### src/design/dwr_pkg.sv
// Constants, encodings and carrier types of the dual wiper register bank.
// Assumes a single 250 MHz core clock; the serial bus is sampled on it.
package dwr_pkg;

  // Widths and counts
  localparam int WIPER_W = 6;
  localparam int NUM_CH  = 2;
  localparam int NUM_SET = 4;
  localparam int TAPS    = 64;

  // Bit counter values within one serial byte
  localparam logic [3:0] CNT_RESET = 4'h0;
  localparam logic [3:0] CNT_BYTE  = 4'h8;

  // Instruction byte: opcode in [7:4], setting index in [3:2], channel in [0]
  localparam int OP_MSB  = 7;
  localparam int OP_LSB  = 4;
  localparam int IDX_MSB = 3;
  localparam int IDX_LSB = 2;
  localparam int CH_BIT  = 0;
  localparam int RW_BIT  = 0;
  localparam int INC_BIT = 0;

  // Instruction opcodes
  localparam logic [3:0] OP_READ_WIPER   = 4'h9;
  localparam logic [3:0] OP_WRITE_WIPER  = 4'ha;
  localparam logic [3:0] OP_READ_SET     = 4'hb;
  localparam logic [3:0] OP_WRITE_SET    = 4'hc;
  localparam logic [3:0] OP_SET_TO_WIPER = 4'hd;
  localparam logic [3:0] OP_WIPER_TO_SET = 4'he;
  localparam logic [3:0] OP_INC_DEC      = 4'h2;

  // Wiper limits and values after reset
  localparam logic [5:0]  WIPER_MIN       = 6'h00;
  localparam logic [5:0]  WIPER_MAX       = 6'h3f;
  localparam logic [5:0]  WIPER_RESET     = 6'h00;
  localparam logic [63:0] TAP_RESET       = 64'h1;
  localparam logic [47:0] NV_RESET_DFLT   = 48'h820820820820;
  localparam logic [2:0]  DEV_TYPE_DFLT   = 3'h5; // Arbitrary address bits

  typedef enum logic [3:0] {
    ST_RECALL, ST_IDLE, ST_ADDR, ST_ADDR_ACK, ST_INSTR, ST_INSTR_ACK,
    ST_DATA, ST_DATA_ACK, ST_TX, ST_TX_ACK
  } dwr_fsm_type;

  // Cleaned serial bus events seen by the core
  typedef struct packed {
    logic       scl;
    logic       sda;
    logic       scl_rise;
    logic       scl_fall;
    logic       start;
    logic       stop;
    logic [3:0] addr_sel;
  } dwr_bus_type;

  // Synchroniser state
  typedef struct packed {
    logic [2:0]  scl_sh;
    logic [2:0]  sda_sh;
    logic [3:0]  sel_s1;
    logic [3:0]  sel_s2;
    dwr_bus_type bus;
  } dwr_sync_type;

  // Core state
  typedef struct packed {
    dwr_fsm_type                          fsm;
    logic [3:0]                           cnt;
    logic [7:0]                           sh;
    logic                                 rw;
    logic [3:0]                           op;
    logic                                 ch;
    logic [1:0]                           idx;
    logic [7:0]                           rd_byte;
    logic                                 ack_ok;
    logic                                 oe_n;
    logic [NUM_CH-1:0][WIPER_W-1:0]               wiper;
    logic [NUM_CH-1:0][NUM_SET-1:0][WIPER_W-1:0]  stored;
    logic [NUM_CH-1:0][TAPS-1:0]                  tap_sel;
  } dwr_core_type;

endpackage

### src/design/dwr_bank.sv
// Dual 64-tap wiper register bank behind a two-wire serial slave.
// Assumes an external pull-up on the data line and a slow bus clock.
`timescale 1ns/1ps
`default_nettype none

module dwr_bank
#(
  parameter int          TAPS     = dwr_pkg::TAPS,
  // Fixed upper slave address bits; value is arbitrary
  parameter logic [2:0]  DEV_TYPE = dwr_pkg::DEV_TYPE_DFLT,
  parameter logic [47:0] NV_INIT  = dwr_pkg::NV_RESET_DFLT
)
(
  input  wire logic        ref_clk,
  input  wire logic        rst,
  input  wire logic        scl_in,
  input  wire logic        sda_in,
  output wire logic        sda_out,
  output wire logic        sda_oe_n,
  input  wire logic        addr_select_bit0,
  input  wire logic        addr_select_bit1,
  input  wire logic        addr_select_bit2,
  input  wire logic        addr_select_bit3,
  output wire logic [5:0]  wiper_position0,
  output wire logic [5:0]  wiper_position1,
  output wire logic [63:0] tap_select0,
  output wire logic [63:0] tap_select1
);

  if (TAPS != (1 << dwr_pkg::WIPER_W))
  begin : g_chk
    $error("TAPS must equal two to the wiper width");
  end

  dwr_pkg::dwr_core_type r_reg;
  dwr_pkg::dwr_core_type r_next;
  dwr_pkg::dwr_bus_type  bus;

  // One-hot tap decode of a wiper value
  function automatic logic [63:0] tap_decode(input logic [5:0] v);
    tap_decode = dwr_pkg::TAP_RESET << v;
  endfunction

  // Single step that holds at either end instead of wrapping
  function automatic logic [5:0] wiper_step(input logic [5:0] v,
                                            input logic       up);
    logic [5:0] res;
    res = v;
    if (up && v != dwr_pkg::WIPER_MAX)
      res = 6'(v + 6'h01);
    else if (!up && v != dwr_pkg::WIPER_MIN)
      res = 6'(v - 6'h01);
    wiper_step = res;
  endfunction

  // Pins are asynchronous, so they pass the synchroniser first
  dwr_sync u_sync
  (
    .ref_clk     (ref_clk),
    .rst         (rst),
    .scl_in      (scl_in),
    .sda_in      (sda_in),
    .addr_sel_in ({addr_select_bit3, addr_select_bit2,
                   addr_select_bit1, addr_select_bit0}),
    .bus         (bus)
  );

  // Serial slave sequencing and register updates
  always_comb
  begin
    logic [3:0] op;
    op     = 4'h0;
    r_next = r_reg;
    case (r_reg.fsm)
      dwr_pkg::ST_RECALL:
      begin
        for (int c = 0; c < dwr_pkg::NUM_CH; c++)
          r_next.wiper[c] = r_reg.stored[c][0];
        r_next.fsm = dwr_pkg::ST_IDLE;
      end
      dwr_pkg::ST_ADDR, dwr_pkg::ST_INSTR, dwr_pkg::ST_DATA:
      begin
        if (bus.scl_rise)
        begin
          r_next.sh  = {r_reg.sh[6:0], bus.sda};
          r_next.cnt = 4'(r_reg.cnt + 4'h1);
        end
        else if (bus.scl_fall && r_reg.cnt == dwr_pkg::CNT_BYTE)
        begin
          r_next.cnt = dwr_pkg::CNT_RESET;
          r_next.fsm = dwr_pkg::ST_IDLE;
          if (r_reg.fsm == dwr_pkg::ST_ADDR)
          begin
            // Foreign addresses are left unanswered
            if (r_reg.sh[7:1] == {DEV_TYPE, bus.addr_sel})
            begin
              r_next.rw   = r_reg.sh[dwr_pkg::RW_BIT];
              r_next.oe_n = 1'b0;
              r_next.fsm  = dwr_pkg::ST_ADDR_ACK;
            end
          end
          else if (r_reg.fsm == dwr_pkg::ST_INSTR)
          begin
            op = r_reg.sh[dwr_pkg::OP_MSB:dwr_pkg::OP_LSB];
            r_next.op  = op;
            r_next.ch  = r_reg.sh[dwr_pkg::CH_BIT];
            r_next.idx = r_reg.sh[dwr_pkg::IDX_MSB:dwr_pkg::IDX_LSB];
            r_next.oe_n = 1'b0;
            r_next.fsm  = dwr_pkg::ST_INSTR_ACK;
            case (op)
              dwr_pkg::OP_READ_WIPER:
                r_next.rd_byte = {2'h0, r_reg.wiper[r_next.ch]};
              dwr_pkg::OP_READ_SET:
                r_next.rd_byte =
                  {2'h0, r_reg.stored[r_next.ch][r_next.idx]};
              dwr_pkg::OP_SET_TO_WIPER:
                r_next.wiper[r_next.ch] =
                  r_reg.stored[r_next.ch][r_next.idx];
              dwr_pkg::OP_WIPER_TO_SET:
                r_next.stored[r_next.ch][r_next.idx] =
                  r_reg.wiper[r_next.ch];
              dwr_pkg::OP_WRITE_WIPER, dwr_pkg::OP_WRITE_SET,
              dwr_pkg::OP_INC_DEC:
                r_next.oe_n = 1'b0;
              default:
              begin
                // Unknown opcode: no acknowledge
                r_next.oe_n = 1'b1;
                r_next.fsm  = dwr_pkg::ST_IDLE;
              end
            endcase
          end
          else
          begin
            r_next.oe_n = 1'b0;
            r_next.fsm  = dwr_pkg::ST_DATA_ACK;
            case (r_reg.op)
              dwr_pkg::OP_WRITE_WIPER:
                r_next.wiper[r_reg.ch] = r_reg.sh[5:0];
              dwr_pkg::OP_WRITE_SET:
                r_next.stored[r_reg.ch][r_reg.idx] =
                  r_reg.sh[5:0];
              dwr_pkg::OP_INC_DEC:
                // Each data byte is one step; bit 0 picks the direction
                r_next.wiper[r_reg.ch] =
                  wiper_step(r_reg.wiper[r_reg.ch],
                             r_reg.sh[dwr_pkg::INC_BIT]);
              default:
              begin
                r_next.oe_n = 1'b1;
                r_next.fsm  = dwr_pkg::ST_IDLE;
              end
            endcase
          end
        end
      end
      dwr_pkg::ST_ADDR_ACK, dwr_pkg::ST_INSTR_ACK, dwr_pkg::ST_DATA_ACK:
      begin
        if (bus.scl_fall)
        begin
          r_next.oe_n = 1'b1;
          r_next.fsm  = (r_reg.fsm == dwr_pkg::ST_ADDR_ACK)
                        ? dwr_pkg::ST_INSTR : dwr_pkg::ST_DATA;
          if (r_reg.fsm == dwr_pkg::ST_ADDR_ACK && r_reg.rw)
          begin
            r_next.sh   = r_reg.rd_byte;
            r_next.oe_n = r_reg.rd_byte[7];
            r_next.fsm  = dwr_pkg::ST_TX;
          end
        end
      end
      dwr_pkg::ST_TX:
      begin
        if (bus.scl_rise)
          r_next.cnt = 4'(r_reg.cnt + 4'h1);
        else if (bus.scl_fall && r_reg.cnt == dwr_pkg::CNT_BYTE)
        begin
          r_next.cnt    = dwr_pkg::CNT_RESET;
          r_next.oe_n   = 1'b1;
          r_next.ack_ok = 1'b0;
          r_next.fsm    = dwr_pkg::ST_TX_ACK;
        end
        else if (bus.scl_fall && r_reg.cnt != dwr_pkg::CNT_RESET)
        begin
          // New bit goes out on the falling clock edge
          r_next.sh   = {r_reg.sh[6:0], 1'b0};
          r_next.oe_n = r_reg.sh[6];
        end
      end
      dwr_pkg::ST_TX_ACK:
      begin
        if (bus.scl_rise)
          r_next.ack_ok = ~bus.sda;
        else if (bus.scl_fall)
        begin
          // Master acknowledge repeats the byte; no acknowledge ends it
          r_next.fsm = r_reg.ack_ok ? dwr_pkg::ST_TX : dwr_pkg::ST_IDLE;
          if (r_reg.ack_ok)
          begin
            r_next.sh   = r_reg.rd_byte;
            r_next.oe_n = r_reg.rd_byte[7];
          end
        end
      end
      dwr_pkg::ST_IDLE:
        r_next.oe_n = 1'b1;
      default:
      begin
        r_next.oe_n = 1'b1;
        r_next.fsm  = dwr_pkg::ST_IDLE;
      end
    endcase
    // Framing conditions override any byte in progress
    if (r_reg.fsm != dwr_pkg::ST_RECALL)
    begin
      if (bus.stop)
      begin
        r_next.oe_n = 1'b1;
        r_next.fsm  = dwr_pkg::ST_IDLE;
      end
      else if (bus.start)
      begin
        r_next.oe_n = 1'b1;
        r_next.cnt  = dwr_pkg::CNT_RESET;
        r_next.fsm  = dwr_pkg::ST_ADDR;
      end
    end
    // Tap select follows the wiper in the same edge
    for (int c = 0; c < dwr_pkg::NUM_CH; c++)
      r_next.tap_sel[c] = tap_decode(r_next.wiper[c]);
  end

  // All state registered together; stored settings start from NV_INIT
  always_ff @(posedge ref_clk or posedge rst)
  begin
    if (rst)
    begin
      r_reg         <= '0;
      r_reg.fsm     <= dwr_pkg::ST_RECALL;
      r_reg.oe_n    <= 1'b1;
      r_reg.stored  <= NV_INIT;
      r_reg.wiper   <= {dwr_pkg::WIPER_RESET, dwr_pkg::WIPER_RESET};
      r_reg.tap_sel <= {dwr_pkg::TAP_RESET, dwr_pkg::TAP_RESET};
    end
    else
    begin
      r_reg <= r_next;
    end
  end

  // Open drain: the output level is always low, only the enable moves
  assign sda_out         = 1'b0;
  assign sda_oe_n        = r_reg.oe_n;
  assign wiper_position0 = r_reg.wiper[0];
  assign wiper_position1 = r_reg.wiper[1];
  assign tap_select0     = r_reg.tap_sel[0];
  assign tap_select1     = r_reg.tap_sel[1];

endmodule

`default_nettype wire

### src/design/dwr_sync.sv
// Two-flop synchronisers and edge detection for the serial pins.
// Assumes scl and sda are asynchronous to ref_clk and much slower.
`timescale 1ns/1ps
`default_nettype none

module dwr_sync
(
  input  wire logic         ref_clk,
  input  wire logic         rst,
  input  wire logic         scl_in,
  input  wire logic         sda_in,
  input  wire logic [3:0]   addr_sel_in,
  output var dwr_pkg::dwr_bus_type bus
);

  dwr_pkg::dwr_sync_type s_reg;
  dwr_pkg::dwr_sync_type s_next;

  // Edges use stages 1 and 2 only; stage 0 feeds nothing but stage 1
  always_comb
  begin
    s_next              = s_reg;
    s_next.scl_sh       = {s_reg.scl_sh[1:0], scl_in};
    s_next.sda_sh       = {s_reg.sda_sh[1:0], sda_in};
    s_next.sel_s1       = addr_sel_in;
    s_next.sel_s2       = s_reg.sel_s1;
    s_next.bus.scl      = s_reg.scl_sh[1];
    s_next.bus.sda      = s_reg.sda_sh[1];
    s_next.bus.scl_rise = s_reg.scl_sh[1] & ~s_reg.scl_sh[2];
    s_next.bus.scl_fall = ~s_reg.scl_sh[1] & s_reg.scl_sh[2];
    // Data moving while the clock stays high frames a transfer
    s_next.bus.start    = s_reg.scl_sh[1] & s_reg.scl_sh[2] &
                          ~s_reg.sda_sh[1] & s_reg.sda_sh[2];
    s_next.bus.stop     = s_reg.scl_sh[1] & s_reg.scl_sh[2] &
                          s_reg.sda_sh[1] & ~s_reg.sda_sh[2];
    s_next.bus.addr_sel = s_reg.sel_s2;
  end

  // Idle bus reads high after reset
  always_ff @(posedge ref_clk or posedge rst)
  begin
    if (rst)
    begin
      s_reg <= '{scl_sh: 3'h7, sda_sh: 3'h7, sel_s1: 4'h0, sel_s2: 4'h0,
                 bus: '{scl: 1'b1, sda: 1'b1, scl_rise: 1'b0,
                        scl_fall: 1'b0, start: 1'b0, stop: 1'b0,
                        addr_sel: 4'h0}};
    end
    else
    begin
      s_reg <= s_next;
    end
  end

  assign bus = s_reg.bus;

endmodule

`default_nettype wire

### config.mk
export PLATFORM = sky130hd
export DESIGN_NAME = dwr_bank
export DESIGN_NICKNAME = d
export VERILOG_FILES = /design/src/design/dwr_pkg.sv /design/src/design/dwr_bank.sv /design/src/design/dwr_sync.sv
export SDC_FILE = /design/constraint.sdc
export NUM_CORES = 1
export LEC_CHECK = 0
export BUFFER_PORTS_ARGS = -buffer_cell sky130_fd_sc_hd__buf_2
export CAP_MARGIN = 20
export CELL_PAD_IN_SITES_DETAIL_PLACEMENT = 2
export CELL_PAD_IN_SITES_GLOBAL_PLACEMENT = 2
export CORE_UTILIZATION = 30
export DETAILED_ROUTE_END_ITERATION = 16
export PLACE_DENSITY = 0.64
export RECOVER_POWER = 100
export SYNTH_ARGS = -nofsm -noshare
export SYNTH_HDL_FRONTEND = slang
export SYNTH_HIERARCHICAL = 1
export SYNTH_SLANG_ARGS = --single-unit
export TNS_END_PERCENT = 100
### constraint.sdc
create_clock -name ref_clk -period 14.8 [get_ports ref_clk]
set_input_delay 0.74 -clock ref_clk [delete_from_list [all_inputs] [get_ports ref_clk]]
set_output_delay 0.74 -clock ref_clk [all_outputs]
set_load 0.005 [all_outputs]
== Word-level counts from Yosys, hierarchy flattened ==
Cells that the tools add are included.
Widths: inputs -> output; s select.
Storage, ports and cells
  logic and storage cells: 216
  RAM bits: 0
  input bits: 8
  memories kept: 0
  output and inout port bits: 142
  register bits after elaboration: 245
  bits in read-only memories: 0
  latch bits: 0
Cells by class
  $lt $le $gt $ge: 8
  bitwise logic cells: 14
  reductions and logical operators: 28
  equality and inequality tests: 34
  add/subtract/negate cells: 3
  multiplexer cells: 95
  multiply operators: 0
  div/mod/pow operators: 0
  shifts and indexed selects: 2
Operators with widths (number)
  $mux 61: 3
  $shl 1x6->64 const A: 2
  $mux 8: 13
  $mux 6: 17
  $bwmux 48: 2
  $mux 24: 4
  $mux 48: 2
  $mux 60: 1
  $mux 4: 13
  $demux 24 s1: 2
  $pmux 12 s2: 2
  $eq 4x4->1 const B: 11
  $bwmux 12: 3
  $pmux 8 s4: 1
  $demux 6 s2: 2
  $pmux 4 s5: 1
  $eq 4x2->1 const B: 4
  $eq 4x3->1 const B: 4
  $mux 1: 16
  $pmux 8 s2: 1
  $ne 2x2->1 const B: 7
  $bmux 6 s2: 1
  $demux 6 s1: 2
  $mux 12: 1
  30 further kinds: 69

== Longest topological paths before layout ==
  depth after elaboration: 22
  gate-level depth with buffers: 18
  mapped depth without buffers: 11

== Cells and area by module ==
Netlist, hierarchy kept.
By module, submodules not included
  dwr_bank: cells each 1320, instances 1, area an instance 12469.5 um2, sequential area each 5519.0 um2
  dwr_sync: cells each 27, instances 1, area an instance 594.3 um2, sequential area each 558.0 um2

== Worst setup path before layout ==
OpenSTA, ideal clock, no wires.
  path kind: register -> register
  from: register r_reg[200] (netlist bit)
  to: register r_reg, in the netlist tap_select1[49]
  clock period less this slack: 3561 ps
  required time: 14704 ps
  path buffers: 7
  arrival time: 3465 ps
  setup time: 96 ps
  stages on the path, launching flop included: 17
  setup slack: 11239 ps
  cells stage by stage: dfrtp_1 -> buf_4 -> buf_4 -> buf_2 -> buf_4 -> buf_6 -> mux2i_1 -> ha_1 -> nor4bb_2 -> o22ai_1 -> a32oi_1 -> mux2i_1 -> a22oi_2 -> or3_1 -> buf_2 -> buf_6 -> nor4_2
RTL lines
  start, declared: RTL line dwr_bank.sv:35  | dwr_pkg::dwr_core_type r_reg;
  start signal, assigned: RTL line dwr_bank.sv:247  | r_reg <= r_next;

==> metrics.yaml <==
run_status:
  status: "finished, violations left"
  violations: "capacitance limit, slew limit"
floorplanning:
  die_h_um: 211
  io_pins: 150
  die_w_um: 211
  die-area_um2: 44400
  rows: 76
  coreArea_um2: 43000
  start_util: 0.304
final_layout:
  n_antenna_cell: 0
  layout_commonest_cell: "dfrtp_1"
  drive_gt1_frac: 0.139
  area_growth_pct: 6.18
  finalNonFillerCells: 1897
  nNetsFinal: 1303
  layout_common_cells: "dfrtp_1 (224), nand2_1 (93), clkbuf_1 (91), nor2_1 (78), o21ai_0 (77)"
sta:
  worst_pin_slew_ps: 4100
  period_needed_ps: 6990
  finalMaxSlewViolations: 348
  fmax_mhz: 143
  tns_ps: 0
  slew_headroom: -1.75
  finalHoldViolCount: 0
  period_share: 0.472
  setup_viol: 0
  finClkSkew_ps: 14.7
  rsz0062_at_grt: "false"
routing:
  drc: 0
  vias: 10300
  first_pass_iters: 6
  drtAntennaViolNets: 0
  routed_wl_mm: 45.3
  wl_met1_mm: 20.8
  viasPerCell: 5.42
  drtIter0Drc: 683
  met3_length_mm: 1.70
  avgRoutedWirePerCell_um: 23.9
  wl_met2_mm: 21.5
  top_layer: "met4"
pwr:
  swShare: 0.324
  power.density_nw_per_um2: 135
  pwr-share-seq: 0.391
  p_sw_mw: 0.605
  p_int_mw: 1.26
  p_comb_frac: 0.200
  p_leak_nw: 5.86
  p_clk_frac: 0.410
  power.total_mw: 1.87
  peakVddDrop_v: 0.0000888
cts:
  post_cts_resize_count: 0
  htreeDepth: 1
  post_cts_buffers: 0
  ctsHoldBuffers: 0
  cts_tree: "done"
  clock_latency_ps: 560
  cts.sinks: 242
  cts_buffers: 28
  cts_buffer_depth: 3
  cts_root_buffer: "clkbuf_16"
  clk_pin_slew_ps: 60
yosys:
  yosys.area.top_type: "dfrtp_1"
  synthDistinctLibCells: 95
  synth_top_area_frac: 0.431
  synth_nets: 1360
  ys_ff_latch: 242
  synth_edf_count: 0
  synth_flop_cell: "dfrtp_1"
  yosysSeqAreaShare: 0.465
  synth_warnings: 6
  async_flop_share: 1.00
  netlist_instances: 1347
  netlist_area_um2: 13100
  synthTopCellsByArea: "dfrtp_1 (43%), buf_4 (8.3%), dfstp_2 (3.4%), a22oi_1 (3.2%), nor4_1 (2.9%)"
  avgSynthCellArea_um2: 9.70
critical_path:
  crit_type: "register to register"
  arrival_ps: 7420
  r2r_start: "r_reg[208]"
  rrSetupSlack_ps: 7810
  cp-end-kind: "register"
  start_kind: "register"
  crit_fanout: 33
  cp.required_ps: 15220
  crit_path_end: "tap_select1[16]"
  cp-startpoint: "r_reg[208]"
  r2r-end: "tap_select1[16]"
  r2r_cells: 10
flow_run:
  drv_cap: 6
placed_design:
  dp_cells: 1843
  gp_congestion: 0.856
  portBuffers: 148
  hpwl_mm: 30.2
global_routing:
  grt_usage: 0.204
  grt_pass1_vias: 10800
  grt_max_degree: 84
  antenna_found_initial: 0
  gr-total-overflow: 0
  grt_pass1_wl_mm: 70.0
worst_hold_path:
  min_path_cells: 1
  min_path_type: "input pin to register"
==> how the worst min path moves through the flow <==
stage / start / end / slack, ps
floorplan: u_sync/s_next[0] / u_sync/bus[0] / 330
global placement: u_sync/s_next[3] / u_sync/bus[3] / 340
detailed placement: u_sync/s_next[1] / u_sync/bus[1] / 340
CTS: sda_in / u_sync/s_next[19] / 250
global route: scl_in / u_sync/s_next[22] / 250
finish: scl_in / u_sync/s_next[22] / 290
==> metal layers <==
metal | vias to the layer above | GRT usage
li1 | 4623 | -
met1 | 5358 | 0.282
met2 | 228 | 0.330
met3 | 74 | 0.0254
met4 | 0 | 0.0655
met5 | - | 0
==> per-stage QoR <==
step	hold WS, ps	instance area, um^2	utilization	setup slack (ps)
2_1_floorplan	331	13100	-	8060
3_3_place_gp	338	13000	0.303	10740
3_5_place_dp	338	13000	0.303	10640
4_1_cts	255	14100	0.327	10630
5_1_grt	255	13900	0.323	7220
6_report	286	13900	0.323	7810
==> logic make-up after synthesis <==
group,Yosys count,share of synthesized area
flip-flops,242,0.465
multiplexers,37,0.0319
other,1,0.000287
adder cells (fa/ha/maj),5,0.00479
XOR/XNOR,7,0.00469
AO/OA/AOI/OAI,307,0.156
AND/OR/NAND/NOR,462,0.201
buffers and inverters,286,0.136
==> synth_stat cells, drive strengths merged, types with 27 or more instances <==
cell    instances
a21oi          66
a22oi          57
buf           210
clkbuf         47
dfrtp         225
inv            27
nand2          93
nand3          27
nor2           79
nor3           52
nor3b          36
nor4           71
o21ai          81
==> critical path: stages (launching register included) <==
cell and delay (ps):
dfrtp_1 800, clkbuf_1 1200, nor3b_1 500, a22o_1 380
a211oi_1 740, nor3_1 90, a221o_1 300, nor2_2 110
clkbuf_1 1160, inv_1 970, nor4_1 560
==> area by class of cell <==
class                           count  area, um^2
Clock buffer                       42         835
Clock inverter                     10         185
Fill cell                        4762       29100
Inverter                           29         111
Multi-Input combinational cell    819        5130
Sequential cell                   242        6080
Tap cell                          585         732
Timing Repair Buffer              170         803
==> power by group through the flow <==
stage	Clock [mW]	Combinational, mW	Sequential [mW]
floorplan	0	0.277	0.708
global placement	0	0.370	0.741
detailed placement	0	0.374	0.743
CTS	0.790	0.375	0.731
global route	0.815	0.407	0.734
finish	0.765	0.373	0.730
Note: power is estimated with default switching activity, not from simulation.
